===== src/logic/aad_defines.svh =====
// Constants for the accumulator add and logic datapath.
// Functional notes
// - Sum-into-memory adds working register to memory byte, writes memory, sets four flags.
// - AND with memory leaves result in working register, updates zero flag only.
// - AND immediate leaves result in working register, updates zero flag only.
// - Mask-into-memory ANDs memory byte with working register, writes result to memory.
`ifndef AAD_DEFINES_SVH
`define AAD_DEFINES_SVH
`define AAD_DATA_W      8
`define AAD_ADDR_W      8
`define AAD_WREG_RESET  8'h00
`define AAD_FLAG_RESET  4'h0
`define AAD_FLAG_CARRY  0
`define AAD_FLAG_NIBBLE 1
`define AAD_FLAG_ZERO   2
`define AAD_FLAG_SIGNED 3
`endif


===== src/logic/aad_pkg.sv =====
// Types for the accumulator add and logic datapath.
package aad_pkg;
    typedef enum logic [2:0]
    {
        AAD_OP_NONE     = 3'b000,
        AAD_OP_SUM_MEM  = 3'b001,
        AAD_OP_AND_WREG = 3'b010,
        AAD_OP_AND_IMM  = 3'b011,
        AAD_OP_MASK_MEM = 3'b100,
        // Loads the immediate into the working register. Without it the register never leaves zero.
        AAD_OP_LOAD_IMM = 3'b101
    } aad_op_t;

    typedef struct packed
    {
        logic signed_wrap_bit;
        logic zero;
        logic nibble_wrap_bit;
        logic carry;
    } aad_flags_t;

    typedef struct packed
    {
        logic [7:0] result;
        aad_flags_t flags;
    } aad_alu_out_t;
endpackage


===== src/logic/aad_adder.sv =====
// Eight-bit adder that yields sum and the four arithmetic flags.
`timescale 1ns/1ps
`include "aad_defines.svh"
module aad_adder
(
    // Operands
    input  wire logic [7:0]            a_i,
    input  wire logic [7:0]            b_i,
    // Result
    output aad_pkg::aad_alu_out_t      out_o
);
    logic [4:0] low_sum;
    logic [8:0] full_sum;

    always_comb
    begin
        low_sum  = {1'b0, a_i[3:0]} + {1'b0, b_i[3:0]};
        full_sum = {1'b0, a_i} + {1'b0, b_i};
        out_o.result                = full_sum[7:0];
        out_o.flags.carry           = full_sum[8];
        out_o.flags.nibble_wrap_bit = low_sum[4];
        out_o.flags.zero            = (full_sum[7:0] == 8'h00);
        // Same-sign operands giving a different-sign result is signed overflow.
        out_o.flags.signed_wrap_bit = (a_i[7] == b_i[7]) && (full_sum[7] != a_i[7]);
    end
endmodule


===== src/logic/aad_core.sv =====
// Accumulator datapath: add into memory, three AND forms and an immediate load.
`timescale 1ns/1ps
`include "aad_defines.svh"
module aad_core
#(
    parameter int ADDR_W = `AAD_ADDR_W
)
(
    // Clock and reset
    input  wire logic                     clk_sys_i,
    input  wire logic                     rst_i,
    // Instruction issue
    input  wire logic                     op_valid_i,
    input  wire aad_pkg::aad_op_t         op_i,
    input  wire logic [7:0]               imm_i,
    input  wire logic [ADDR_W-1:0]        mem_addr_i,
    input  wire logic [7:0]               mem_rdata_i,
    // Data memory write port
    output logic                          mem_we_o,
    output logic      [ADDR_W-1:0]        mem_addr_o,
    output logic      [7:0]               mem_wdata_o,
    // Architectural state
    output logic      [7:0]               working_register_o,
    output aad_pkg::aad_flags_t           flags_o
);
    aad_pkg::aad_alu_out_t add_out;
    logic [7:0]            and_b;
    logic [7:0]            and_res;
    logic                  and_zero;
    logic                  go;

    // Op groups are decoded in several places, so they live in one spot.
    function automatic logic writes_wreg(input aad_pkg::aad_op_t op);
        return (op == aad_pkg::AAD_OP_AND_WREG) || (op == aad_pkg::AAD_OP_AND_IMM);
    endfunction

    function automatic logic writes_mem(input aad_pkg::aad_op_t op);
        return (op == aad_pkg::AAD_OP_SUM_MEM) || (op == aad_pkg::AAD_OP_MASK_MEM);
    endfunction

    // Reference flag equations for the checks, kept apart from the adder on purpose.
    function automatic logic ref_carry(input logic [7:0] a, input logic [7:0] b);
        logic [8:0] s;
        s = {1'b0, a} + {1'b0, b};
        return s[8];
    endfunction

    function automatic logic ref_nibble(input logic [7:0] a, input logic [7:0] b);
        logic [4:0] s;
        s = {1'b0, a[3:0]} + {1'b0, b[3:0]};
        return s[4];
    endfunction

    // A nine-bit signed sum whose top two bits disagree has wrapped.
    function automatic logic ref_signed(input logic [7:0] a, input logic [7:0] b);
        logic [8:0] s;
        s = {a[7], a} + {b[7], b};
        return s[8] ^ s[7];
    endfunction

    assign go    = op_valid_i;
    // Immediate form takes the instruction byte, others the memory byte.
    assign and_b = (op_i == aad_pkg::AAD_OP_AND_IMM) ? imm_i : mem_rdata_i;

    aad_adder u_add
    (
        .a_i   (working_register_o),
        .b_i   (mem_rdata_i),
        .out_o (add_out)
    );

    aad_logic u_and
    (
        .a_i      (working_register_o),
        .b_i      (and_b),
        .result_o (and_res),
        .zero_o   (and_zero)
    );

    // Working register updates.
    always_ff @(posedge clk_sys_i)
    begin
        if (rst_i)
            working_register_o <= `AAD_WREG_RESET;
        else if (go && writes_wreg(op_i))
            working_register_o <= and_res;
        else if (go && op_i == aad_pkg::AAD_OP_LOAD_IMM)
            working_register_o <= imm_i;
    end

    // Status flags; AND forms touch only zero.
    always_ff @(posedge clk_sys_i)
    begin
        if (rst_i)
            flags_o <= `AAD_FLAG_RESET;
        else if (go && op_i == aad_pkg::AAD_OP_SUM_MEM)
            flags_o <= add_out.flags;
        else if (go && writes_wreg(op_i))
            flags_o.zero <= and_zero;
        else if (go && op_i == aad_pkg::AAD_OP_MASK_MEM)
            flags_o.zero <= and_zero;
    end

    // Memory write-back, one cycle after issue.
    always_ff @(posedge clk_sys_i)
    begin
        if (rst_i)
        begin
            mem_we_o    <= 1'b0;
            mem_addr_o  <= {ADDR_W{1'b0}};
            mem_wdata_o <= 8'h00;
        end
        else
        begin
            mem_we_o   <= go && writes_mem(op_i);
            mem_addr_o <= mem_addr_i;
            if (go && op_i == aad_pkg::AAD_OP_SUM_MEM)
                mem_wdata_o <= add_out.result;
            else if (go && op_i == aad_pkg::AAD_OP_MASK_MEM)
                mem_wdata_o <= and_res;
        end
    end

    property p_sum_write;
        @(posedge clk_sys_i) disable iff (rst_i)
        (op_valid_i && op_i == aad_pkg::AAD_OP_SUM_MEM) |=>
            mem_we_o && mem_wdata_o == $past(working_register_o + mem_rdata_i);
    endproperty
    a_sum_write: assert property (p_sum_write) else $error("sum not written");

    property p_and_mem;
        @(posedge clk_sys_i) disable iff (rst_i)
        (op_valid_i && op_i == aad_pkg::AAD_OP_AND_WREG) |=>
            working_register_o == ($past(working_register_o) & $past(mem_rdata_i))
            && $stable(flags_o.carry) && !mem_we_o;
    endproperty
    a_and_mem: assert property (p_and_mem) else $error("and memory wrong");

    property p_and_imm;
        @(posedge clk_sys_i) disable iff (rst_i)
        (op_valid_i && op_i == aad_pkg::AAD_OP_AND_IMM) |=>
            working_register_o == ($past(working_register_o) & $past(imm_i))
            && $stable(flags_o.signed_wrap_bit);
    endproperty
    a_and_imm: assert property (p_and_imm) else $error("and immediate wrong");

    property p_mask_mem;
        @(posedge clk_sys_i) disable iff (rst_i)
        (op_valid_i && op_i == aad_pkg::AAD_OP_MASK_MEM) |=>
            mem_we_o && mem_wdata_o == ($past(working_register_o) & $past(mem_rdata_i))
            && $stable(working_register_o);
    endproperty
    a_mask_mem: assert property (p_mask_mem) else $error("mask write wrong");

    property p_zero;
        @(posedge clk_sys_i) disable iff (rst_i)
        (op_valid_i && op_i == aad_pkg::AAD_OP_SUM_MEM) |=>
            flags_o.zero == (mem_wdata_o == 8'h00);
    endproperty
    a_zero: assert property (p_zero) else $error("zero flag wrong");

    // Reset clears working register, flags, write enable and write data, whatever was requested beside it.
    property p_reset_clear;
        @(posedge clk_sys_i)
        rst_i |=> working_register_o == `AAD_WREG_RESET && flags_o == `AAD_FLAG_RESET
            && !mem_we_o && mem_wdata_o == 8'h00;
    endproperty
    a_reset_clear: assert property (p_reset_clear) else $error("reset did not clear");

    property p_idle;
        @(posedge clk_sys_i) disable iff (rst_i)
        (!op_valid_i || op_i == aad_pkg::AAD_OP_NONE) |=>
            !mem_we_o && $stable(working_register_o) && $stable(flags_o)
            && $stable(mem_wdata_o);
    endproperty
    a_idle: assert property (p_idle) else $error("state changed without an op");

    property p_we_cause;
        @(posedge clk_sys_i) disable iff (rst_i)
        mem_we_o |-> $past(op_valid_i) && writes_mem($past(op_i));
    endproperty
    a_we_cause: assert property (p_we_cause) else $error("stray memory write");

    // Flag checks for the add, against the reference equations above.
    property p_sum_carry;
        @(posedge clk_sys_i) disable iff (rst_i)
        (op_valid_i && op_i == aad_pkg::AAD_OP_SUM_MEM) |=>
            flags_o.carry == $past(ref_carry(working_register_o, mem_rdata_i));
    endproperty
    a_sum_carry: assert property (p_sum_carry) else $error("carry flag wrong");

    property p_sum_nibble;
        @(posedge clk_sys_i) disable iff (rst_i)
        (op_valid_i && op_i == aad_pkg::AAD_OP_SUM_MEM) |=>
            flags_o.nibble_wrap_bit == $past(ref_nibble(working_register_o, mem_rdata_i));
    endproperty
    a_sum_nibble: assert property (p_sum_nibble) else $error("nibble flag wrong");

    property p_sum_signed;
        @(posedge clk_sys_i) disable iff (rst_i)
        (op_valid_i && op_i == aad_pkg::AAD_OP_SUM_MEM) |=>
            flags_o.signed_wrap_bit == $past(ref_signed(working_register_o, mem_rdata_i));
    endproperty
    a_sum_signed: assert property (p_sum_signed) else $error("signed flag wrong");

    property p_sum_keeps_wreg;
        @(posedge clk_sys_i) disable iff (rst_i)
        (op_valid_i && op_i == aad_pkg::AAD_OP_SUM_MEM) |=> $stable(working_register_o);
    endproperty
    a_sum_keeps_wreg: assert property (p_sum_keeps_wreg) else $error("sum moved wreg");

    property p_sum_addr;
        @(posedge clk_sys_i) disable iff (rst_i)
        (op_valid_i && op_i == aad_pkg::AAD_OP_SUM_MEM) |=> mem_addr_o == $past(mem_addr_i);
    endproperty
    a_sum_addr: assert property (p_sum_addr) else $error("sum address wrong");

    property p_mask_addr;
        @(posedge clk_sys_i) disable iff (rst_i)
        (op_valid_i && op_i == aad_pkg::AAD_OP_MASK_MEM) |=> mem_addr_o == $past(mem_addr_i);
    endproperty
    a_mask_addr: assert property (p_mask_addr) else $error("mask address wrong");

    // The AND forms may touch zero and nothing else among the flags.
    property p_and_mem_zero;
        @(posedge clk_sys_i) disable iff (rst_i)
        (op_valid_i && op_i == aad_pkg::AAD_OP_AND_WREG) |=>
            flags_o.zero == (working_register_o == 8'h00)
            && $stable(flags_o.nibble_wrap_bit) && $stable(flags_o.signed_wrap_bit);
    endproperty
    a_and_mem_zero: assert property (p_and_mem_zero) else $error("and memory flags wrong");

    property p_and_mem_keeps_mem;
        @(posedge clk_sys_i) disable iff (rst_i)
        (op_valid_i && op_i == aad_pkg::AAD_OP_AND_WREG) |=> $stable(mem_wdata_o);
    endproperty
    a_and_mem_keeps_mem: assert property (p_and_mem_keeps_mem) else $error("and wrote data");

    property p_and_imm_zero;
        @(posedge clk_sys_i) disable iff (rst_i)
        (op_valid_i && op_i == aad_pkg::AAD_OP_AND_IMM) |=>
            flags_o.zero == (working_register_o == 8'h00) && !mem_we_o
            && $stable(flags_o.carry) && $stable(flags_o.nibble_wrap_bit);
    endproperty
    a_and_imm_zero: assert property (p_and_imm_zero) else $error("and immediate flags wrong");

    property p_and_imm_keeps_mem;
        @(posedge clk_sys_i) disable iff (rst_i)
        (op_valid_i && op_i == aad_pkg::AAD_OP_AND_IMM) |=> $stable(mem_wdata_o);
    endproperty
    a_and_imm_keeps_mem: assert property (p_and_imm_keeps_mem) else $error("imm wrote data");

    property p_mask_zero;
        @(posedge clk_sys_i) disable iff (rst_i)
        (op_valid_i && op_i == aad_pkg::AAD_OP_MASK_MEM) |=>
            flags_o.zero == (mem_wdata_o == 8'h00) && $stable(flags_o.carry)
            && $stable(flags_o.nibble_wrap_bit) && $stable(flags_o.signed_wrap_bit);
    endproperty
    a_mask_zero: assert property (p_mask_zero) else $error("mask flags wrong");

    // The load is a plain move: no flag and no memory write.
    property p_load;
        @(posedge clk_sys_i) disable iff (rst_i)
        (op_valid_i && op_i == aad_pkg::AAD_OP_LOAD_IMM) |=>
            working_register_o == $past(imm_i) && $stable(flags_o) && !mem_we_o;
    endproperty
    a_load: assert property (p_load) else $error("load wrong");
endmodule


===== src/logic/aad_logic.sv =====
// Bitwise AND unit with zero detection.
`timescale 1ns/1ps
module aad_logic
(
    // Operands
    input  wire logic [7:0] a_i,
    input  wire logic [7:0] b_i,
    // Result
    output logic      [7:0] result_o,
    output logic            zero_o
);
    genvar g;
    generate
        for (g = 0; g < 8; g++)
        begin : g_bit
            assign result_o[g] = a_i[g] & b_i[g];
        end
    endgenerate

    assign zero_o = (result_o == 8'h00);
endmodule


===== config.mk =====
export PLATFORM = sky130hd
export DESIGN_NAME = aad_core
export DESIGN_NICKNAME = d
export VERILOG_FILES = /design/src/logic/aad_pkg.sv /design/src/logic/aad_adder.sv /design/src/logic/aad_core.sv /design/src/logic/aad_logic.sv
export VERILOG_INCLUDE_DIRS = /design/src /design/src/logic
export SDC_FILE = /design/constraint.sdc
export NUM_CORES = 1
export LEC_CHECK = 0
export ABC_AREA = 1
export BUFFER_PORTS_ARGS = -buffer_cell sky130_fd_sc_hd__buf_2
export CAP_MARGIN = 40
export CORE_MARGIN = 3
export CORE_UTILIZATION = 54
export DETAILED_ROUTE_END_ITERATION = 7
export PLACE_DENSITY = 0.95
export RECOVER_POWER = 25
export SLEW_MARGIN = 20
export SYNTH_ARGS = -nofsm -noshare
export SYNTH_HDL_FRONTEND = slang
export SYNTH_SLANG_ARGS = --single-unit

===== constraint.sdc =====
create_clock -name clk_sys_i -period 2.75 [get_ports clk_sys_i]
set_input_delay 0.4125 -clock clk_sys_i [delete_from_list [all_inputs] [get_ports clk_sys_i]]
set_output_delay 0.4125 -clock clk_sys_i [all_outputs]
set_load 0.02 [all_outputs]

==> results.json, run 1 <==
{
  "detail_route.wirelength.met1_um": 1861,
  "met3RoutedLength_um": 503,
  "outcome": "finished clean",
  "r2r.worst_path.cells": 13,
  "required_time_at_the_worst_slack_endpoint_ns": 3.04,
  "track_usage": 0.2697,
  "placement.setup.worst_slack_ns": 0.6824,
  "multi_input_area_um2": 929.6,
  "cp_max_fo": 4,
  "finalHoldWorstSlack_ns": 0.2761,
  "die_w_um": 62.36,
  "simple_logic_cell_fraction_of_the_synthesized_area": 0.3129,
  "number_of_nets_with_antenna_violations_after_routing": 0,
  "setup_ws_ns": 0.7330,
  "period_share": 0.7334,
  "setup_viol_count_final": 0,
  "number_of_antenna_violations_at_the_first_check_in_global_routing": 0,
  "cts.hold.buffers_added": 0,
  "worst_hold_path_type": "input pin to register",
  "period_needed_ns": 2.017,
  "post-layout-total-power_mw": 0.9898,
  "max-slew-margin-rel": 0.5187,
  "cts_tree": "done",
  "final_net_count": 364,
  "insertion_delay_ns": 0.34,
  "route.top_layer_used": "met4",
  "fmax_ghz": 0.4958,
  "worst_hold_startpoint": "mem_addr_i[1]",
  "clock-skew-final_ns": 0.01231,
  "synth_edf_count": 0,
  "h-tree-depth": 2,
  "drive_gt1_frac": 0.2178,
  "initial_utilization": 0.5915,
  "ys.warnings.count": 0,
  "post_synth_xor_area_fraction": 0.005106,
  "wl_met2_um": 2448,
  "post_synth.cell_area_avg_um2": 6.522,
  "drt-total-wl_um": 5009,
  "floorplan.rows": 19,
  "fillers": 253,
  "clk_transition_reported_paths_ns": 0.10,
  "cellLeakagePower_nw": 1.196,
  "dr.first_iter.drc_count": 219,
  "postSynth.asyncResetShare": 0,
  "yosys-top-cells-area": "sky130_fd_sc_hd__dfxtp_1, sky130_fd_sc_hd__nand2_1, sky130_fd_sc_hd__inv_1",
  "detail_route.wl_per_cell_um": 13.61,
  "cts.repair_timing.setup_buffer_count": 0,
  "routabilityCongestion": 0.9055,
  "antenna_diode_count": 0,
  "post_synth_inst_count": 263,
  "worst_slew_pin_slew_ns": 0.7219,
  "synth_top_area_cell": "sky130_fd_sc_hd__dfxtp_1",
  "setup.worst_path.class": "register to register",
  "synth_top_family_by_area": "simple AND/OR/NAND/NOR gates",
  "ff_latch_area_um2": 580.6,
  "die_area_um2": 3889,
  "timing.rr.start": "working_register_o[0]",
  "overflow": 0,
  "finalCoreUtilization": 0.7278,
  "synth_area_um2": 1715,
  "number_of_gates_resized_after_cts": 0,
  "fin_tns_setup_ns": 0,
  "ys_ff_latch": 29,
  "adder_cell_area_share_of_the_yosys_netlist": 0.07002,
  "num_vias": 1997,
  "arrival_ns": 2.30,
  "start_kind": "register",
  "floorplan.die.height_um": 62.36,
  "via_count_of_the_first_global_routing_pass": 1847,
  "sequential_fraction_of_the_synthesis_area": 0.3384,
  "hold_viol": 0,
  "cts_num_sinks": 29,
  "holdPathEnd": "mem_addr_o[1]",
  "clk_path_buf_depth": 2,
  "tritoncts.num_buffers": 5,
  "irDropWorstVdd_uv": 361.1,
  "synth_nets": 302,
  "dominantRegCellSynth": "sky130_fd_sc_hd__dfxtp_1",
  "dpl.hpwl_um": 3757,
  "io_buffers": 58,
  "setup_repair_after_global_routing_missed_its_margin": "no",
  "synth.lib_cells_used.distinct": 28,
  "num_io_pins": 59,
  "vias_per_cell": 5.427,
  "design.core.area_um2": 2900,
  "synthMuxAreaShare": 0,
  "yosys_top_cell_area_share": 0.3384,
  "grt_first_pass_wirelength_um": 8355,
  "maxCapViolCount": 0,
  "firstDrtPassIters": 5,
  "synth-compound-area-share": 0.1539,
  "remaining_drc_errors": 0,
  "grt_start_max_net_pins": 18,
  "cts_root_buffer": "sky130_fd_sc_hd__clkbuf_4",
  "ff_to_ff_setup_slack_ns": 0.73,
  "rr_endpoint": "flags_o[2]",
  "slew_limit_fails": 0,
  "area_growth_pct": 23.05,
  "hold-path-cell-count": 3,
  "powerDensity_nw_per_um2": 468.9,
  "worstSetupEndpointType": "register"
}
==> final cells by class <==
type / instances / area share
clock inverters: 1 / 0.002371
well taps: 42 / 0.02490
flip-flops and latches: 29 / 0.2750
multi-input cells: 181 / 0.4404
inverters: 49 / 0.08951
clock buffers: 7 / 0.03082
repair buffers: 59 / 0.1369
==> cells by family (layout without fill, tap and decap cells) <==
| group | count (synthesis) | in the layout |
|---|---|---|
| buffers and inverters | 53 | 116 |
| adders and majority gates | 9 | 9 |
| and+or+nand+nor | 124 | 124 |
| AOI/OAI and AO/OA | 47 | 47 |
| xor gates and xnor gates | 1 | 1 |
| DFF | 29 | 29 |
==> where the power goes <==
| part | internal (mW) | switching (mW) | total (mW) |
|---|---|---|---|
| combinational | 0.0807 | 0.147 | 0.228 |
| clock | 0.148 | 0.160 | 0.308 |
| sequential | 0.440 | 0.0135 | 0.454 |
| total | 0.669 | 0.321 | 0.990 |
==> sequential cells by signal, indices dropped and copies added (netlist names) <==
| signal | cells |
|---|---|
| mem_wdata_o | 8 |
| flags_o | 4 |
| mem_addr_o | 8 |
| mem_we_o | 1 |
| working_register_o | 8 |
==> critical path, cell delays in order (launching register included) <==
cell	delay (ns)
sky130_fd_sc_hd__dfxtp_1	0.38
sky130_fd_sc_hd__ha_1	0.19
sky130_fd_sc_hd__inv_1	0.06
sky130_fd_sc_hd__fa_1	0.39
sky130_fd_sc_hd__nand3b_1	0.23
sky130_fd_sc_hd__nand2_1	0.13
sky130_fd_sc_hd__nand2_1	0.07
sky130_fd_sc_hd__nand2_1	0.06
sky130_fd_sc_hd__nand2_1	0.07
sky130_fd_sc_hd__nand2_1	0.09
sky130_fd_sc_hd__nand2_1	0.06
sky130_fd_sc_hd__nor2_1	0.08
sky130_fd_sc_hd__nor2_1	0.05
sky130_fd_sc_hd__nor2_1	0.09
==> routing by layer <==
metal,GRT usage,vias up
met1,0.3184,878
met5,0,-
met4,0.1157,0
met3,0.07387,27
li1,-,963
met2,0.4583,129
==> synthesized netlist by cell type (3+ instances only) <==
cell,instances
sky130_fd_sc_hd__nand2_1,69
sky130_fd_sc_hd__inv_1,46
sky130_fd_sc_hd__dfxtp_1,29
sky130_fd_sc_hd__nor2_1,25
sky130_fd_sc_hd__a21oi_1,18
sky130_fd_sc_hd__nand3_1,16
sky130_fd_sc_hd__o21ai_0,15
sky130_fd_sc_hd__ha_1,8
sky130_fd_sc_hd__a31oi_1,5
sky130_fd_sc_hd__o21ai_1,4
sky130_fd_sc_hd__clkbuf_1,3
sky130_fd_sc_hd__nand2_2,3
sky130_fd_sc_hd__nand3b_1,3
==> layout by cell type (no fill, tap or decap), types with 2 or more instances in the layout <==
cell / n
sky130_fd_sc_hd__a21oi_1: 18
sky130_fd_sc_hd__a221oi_1: 2
sky130_fd_sc_hd__a31oi_1: 5
sky130_fd_sc_hd__buf_2: 51
sky130_fd_sc_hd__clkbuf_1: 7
sky130_fd_sc_hd__clkbuf_4: 5
sky130_fd_sc_hd__clkbuf_8: 2
sky130_fd_sc_hd__dfxtp_1: 29
sky130_fd_sc_hd__ha_1: 8
sky130_fd_sc_hd__inv_1: 46
sky130_fd_sc_hd__inv_4: 2
sky130_fd_sc_hd__nand2_1: 69
sky130_fd_sc_hd__nand2_2: 3
sky130_fd_sc_hd__nand3_1: 16
sky130_fd_sc_hd__nand3b_1: 3
sky130_fd_sc_hd__nand4_1: 2
sky130_fd_sc_hd__nor2_1: 25
sky130_fd_sc_hd__o21ai_0: 15
sky130_fd_sc_hd__o21ai_1: 4
sky130_fd_sc_hd__o221a_2: 2
==> worst max-delay path by stage <==
stage | startpoint | end | slack [ns]
after global routing | working_register_o[0] | flags_o[2] | 0.56
after global placement | mem_rdata_i[0] | mem_wdata_o[6] | 0.79
after CTS | working_register_o[0] | flags_o[2] | 0.78
final | working_register_o[0] | flags_o[2] | 0.73
after floorplan | working_register_o[0] | mem_wdata_o[6] | 0.85
after detailed placement | mem_rdata_i[0] | flags_o[2] | 0.68
==> per-stage QoR <==
step	std cells	instance area, um^2
2_1_floorplan	263	1715
3_3_place_gp	360	2049
3_5_place_dp	360	2049
4_1_cts	368	2120
5_1_grt	368	2111
6_report	368	2111
Power figures use the tool's default switching activity.
==> run 2, diff against run 1 <==
--- a/config.mk
+++ b/config.mk
@@ -6,13 +6,13 @@
 export SDC_FILE = /design/constraint.sdc
 export NUM_CORES = 1
 export LEC_CHECK = 0
-export ABC_AREA = 1
+export ABC_AREA = 0
 export BUFFER_PORTS_ARGS = -buffer_cell sky130_fd_sc_hd__buf_2
 export CAP_MARGIN = 40
 export CORE_MARGIN = 3
-export CORE_UTILIZATION = 54
+export CORE_UTILIZATION = 50
 export DETAILED_ROUTE_END_ITERATION = 7
-export PLACE_DENSITY = 0.95
+export PLACE_DENSITY = 0.9
 export RECOVER_POWER = 25
 export SLEW_MARGIN = 20
 export SYNTH_ARGS = -nofsm -noshare
==> constraint.sdc (replaced) <==
create_clock -name clk_sys_i -period 2 [get_ports clk_sys_i]
set_input_delay 0.3 -clock clk_sys_i [delete_from_list [all_inputs] [get_ports clk_sys_i]]
set_output_delay 0.3 -clock clk_sys_i [all_outputs]
set_load 0.02 [all_outputs]
==> results.json, run 2 <==
{
  "grt_start_max_net_pins": 23,
  "worst_path_max_delay_cell": "sky130_fd_sc_hd__o21ai_0",
  "firstDrtPassIters": 7,
  "cp_top_family": "compound AO/OA/AOI/OAI gates",
  "track_usage": 0.2708,
  "postSynth.asyncResetShare": 0,
  "worst_hold_path_type": "input pin to register",
  "insertion_delay_ns": 0.34,
  "drive_gt1_frac": 0.3066,
  "rr_endpoint": "flags_o[3]",
  "dr.first_iter.drc_count": 206,
  "post-layout-total-power_mw": 1.499,
  "worst_hold_startpoint": "mem_addr_i[7]",
  "setup_repair_after_global_routing_missed_its_margin": "no",
  "sequential_fraction_of_the_synthesis_area": 0.3319,
  "vias_per_cell": 6.085,
  "cellLeakagePower_nw": 1.039,
  "cp_max_fo": 5,
  "num_io_pins": 59,
  "die_area_um2": 4244,
  "via_count_of_the_first_global_routing_pass": 1804,
  "grt_first_pass_wirelength_um": 8631,
  "arrival_ns": 2.19,
  "outcome": "finished clean",
  "powerDensity_nw_per_um2": 657.2,
  "post_synth.cell_area_avg_um2": 8.617,
  "die_w_um": 65.15,
  "finalHoldWorstSlack_ns": 0.1601,
  "fin_tns_setup_ns": 0,
  "number_of_antenna_violations_at_the_first_check_in_global_routing": 0,
  "hold-path-cell-count": 2,
  "worst_slew_pin_slew_ns": 0.7769,
  "cts_root_buffer": "sky130_fd_sc_hd__clkbuf_4",
  "holdPathEnd": "mem_addr_o[7]",
  "ff_to_ff_setup_slack_ns": 0.02,
  "synth_edf_count": 0,
  "most_common_cell_after_layout_fill_and_taps_aside": "sky130_fd_sc_hd__buf_2",
  "floorplan.die.height_um": 65.15,
  "yosys-top-cells-area": "sky130_fd_sc_hd__dfxtp_1, sky130_fd_sc_hd__mux2i_1, sky130_fd_sc_hd__ha_1",
  "layout_top_registers": "mem_addr_o x8, mem_wdata_o x8, working_register_o x8",
  "ys.warnings.count": 0,
  "cts_num_sinks": 29,
  "setup_viol_count_final": 0,
  "synth.lib_cells_used.distinct": 47,
  "post_synth_inst_count": 203,
  "area_growth_pct": 30.40,
  "start_kind": "register",
  "synth_top_area_cell": "sky130_fd_sc_hd__dfxtp_1",
  "synth_most_common_cell": "sky130_fd_sc_hd__dfxtp_1",
  "h-tree-depth": 2,
  "cts_tree": "done",
  "maxCapViolCount": 0,
  "synth_area_um2": 1749,
  "yosys_top_cell_area_share": 0.3319,
  "final_cell_mix": "sky130_fd_sc_hd__buf_2, sky130_fd_sc_hd__dfxtp_1, sky130_fd_sc_hd__nor2_1, sky130_fd_sc_hd__nand2_1, sky130_fd_sc_hd__mux2i_1",
  "period_share": 0.9918,
  "final_net_count": 312,
  "period_needed_ns": 1.984,
  "routabilityCongestion": 0.8780,
  "slew_limit_fails": 0,
  "tritoncts.num_buffers": 5,
  "route.top_layer_used": "met4",
  "timing.rr.start": "working_register_o[2]",
  "irDropWorstVdd_uv": 575.5,
  "io_buffers": 58,
  "num_vias": 1935,
  "hold_viol": 0,
  "drt-total-wl_um": 5518,
  "detail_route.wirelength.met1_um": 2179,
  "design.core.area_um2": 3203,
  "synth.cells.most_frequent": "sky130_fd_sc_hd__dfxtp_1, sky130_fd_sc_hd__nor2_1, sky130_fd_sc_hd__nand2_1",
  "detail_route.wl_per_cell_um": 17.35,
  "worstSetupEndpointType": "register",
  "clock-skew-final_ns": 0.008270,
  "remaining_drc_errors": 0,
  "clk_transition_reported_paths_ns": 0.10,
  "crit_path_cell_trace": "ha_2 > o21ai_0 > or3_1 > a21boi_1 > o21ai_0 > o311ai_1",
  "met3RoutedLength_um": 557,
  "critical_path.max_stage_delay_ns": 0.43,
  "clk_path_buf_depth": 2,
  "antenna_diode_count": 0,
  "number_of_nets_with_antenna_violations_after_routing": 0,
  "wl_met2_um": 2533,
  "dpl.hpwl_um": 3758,
  "setup.worst_path.class": "register to register",
  "ys_ff_latch": 29,
  "fmax_ghz": 0.5041,
  "synth_nets": 242,
  "floorplan.rows": 20,
  "critPathMostFrequentCell": "sky130_fd_sc_hd__o21ai_0",
  "r2r.worst_path.cells": 6,
  "cp.buffers_inverters": 0,
  "max-slew-margin-rel": 0.4802,
  "initial_utilization": 0.5461,
  "overflow": 0,
  "dominantRegCellSynth": "sky130_fd_sc_hd__dfxtp_1",
  "required_time_at_the_worst_slack_endpoint_ns": 2.21,
  "setup.worst_path.start": "working_register_o[2]"
}
[run 2: cell types whose count changed in the layout (fill, tap and decap cells not counted), sizes merged, moves of 14 or more]
cell   delta
mux2i    +16
buf      +14
nand2    -55
inv      -43
[run 2: logic make-up (layout without fill, tap and decap cells)]
family,count (synthesis),in the layout,share of synthesized area
XOR/XNOR,2,2,0.01002
multiplexers,17,17,0.1001
AND/OR/NAND/NOR,77,77,0.2375
adder cells (fa/ha/maj),9,9,0.06867
buffers and inverters,16,87,0.03791
AO/OA/AOI/OAI,53,53,0.2139
flip-flops,29,29,0.3319
[run 2: per-stage QoR]
stage	cells	util	setup slack, ns	instance area (um^2)
6_report	318	0.7121	0.01638	2281
5_1_grt	318	0.7121	0.01011	2281
4_1_cts	318	0.7102	0.03183	2275
3_5_place_dp	310	0.6793	-0.1604	2176
3_3_place_gp	310	0.6793	-0.002679	2176
2_1_floorplan	203	-	0.04488	1749
[run 2: layer usage]
layer  up-vias  global-route usage
li1        894                   -
met1       877              0.3301
met2       132              0.4278
met3        32             0.08889
met4         0              0.1347
met5         -                   0
[run 2: timing repair]
item	in CTS	in global routing
setup endpoints to repair	3	4
hold buffers	0	0
hold endpoints to repair	0	0
setup buffers	0	0
gates resized for setup	5	5
pin swaps	1	1
[run 2: worst max-delay path by stage]
| stage | end | slack, ns | cells past startpoint |
|---|---|---|---|
| 4_1_cts | flags_o[3] | 0.03 | 6 |
| 5_1_grt | flags_o[2] | 0.01 | 8 |
| 2_1_floorplan | flags_o[2] | 0.04 | 8 |
| 6_report | flags_o[3] | 0.02 | 6 |
| 3_3_place_gp | flags_o[2] | -0.003 | 9 |
| 3_5_place_dp | flags_o[2] | -0.16 | 9 |
[run 2: final cells by class]
| type | instances | area [um^2] |
|---|---|---|
| clock buffer | 7 | 55.05 |
| clock inverter | 1 | 30.03 |
| fill | 255 | 922.1 |
| inverter | 6 | 22.52 |
| multi-input combinational | 158 | 1131 |
| sequential | 29 | 583.1 |
| tap | 44 | 55.05 |
| timing repair buffer | 73 | 404.1 |
[run 2: report_power, final]
part	internal (mW)	total, mW	leakage (nW)	switching [mW]
clock network	0.298	0.515	0.0455	0.216
registers	0.605	0.624	0.238	0.0186
logic	0.151	0.361	0.755	0.210
total	1.05	1.50	1.04	0.444
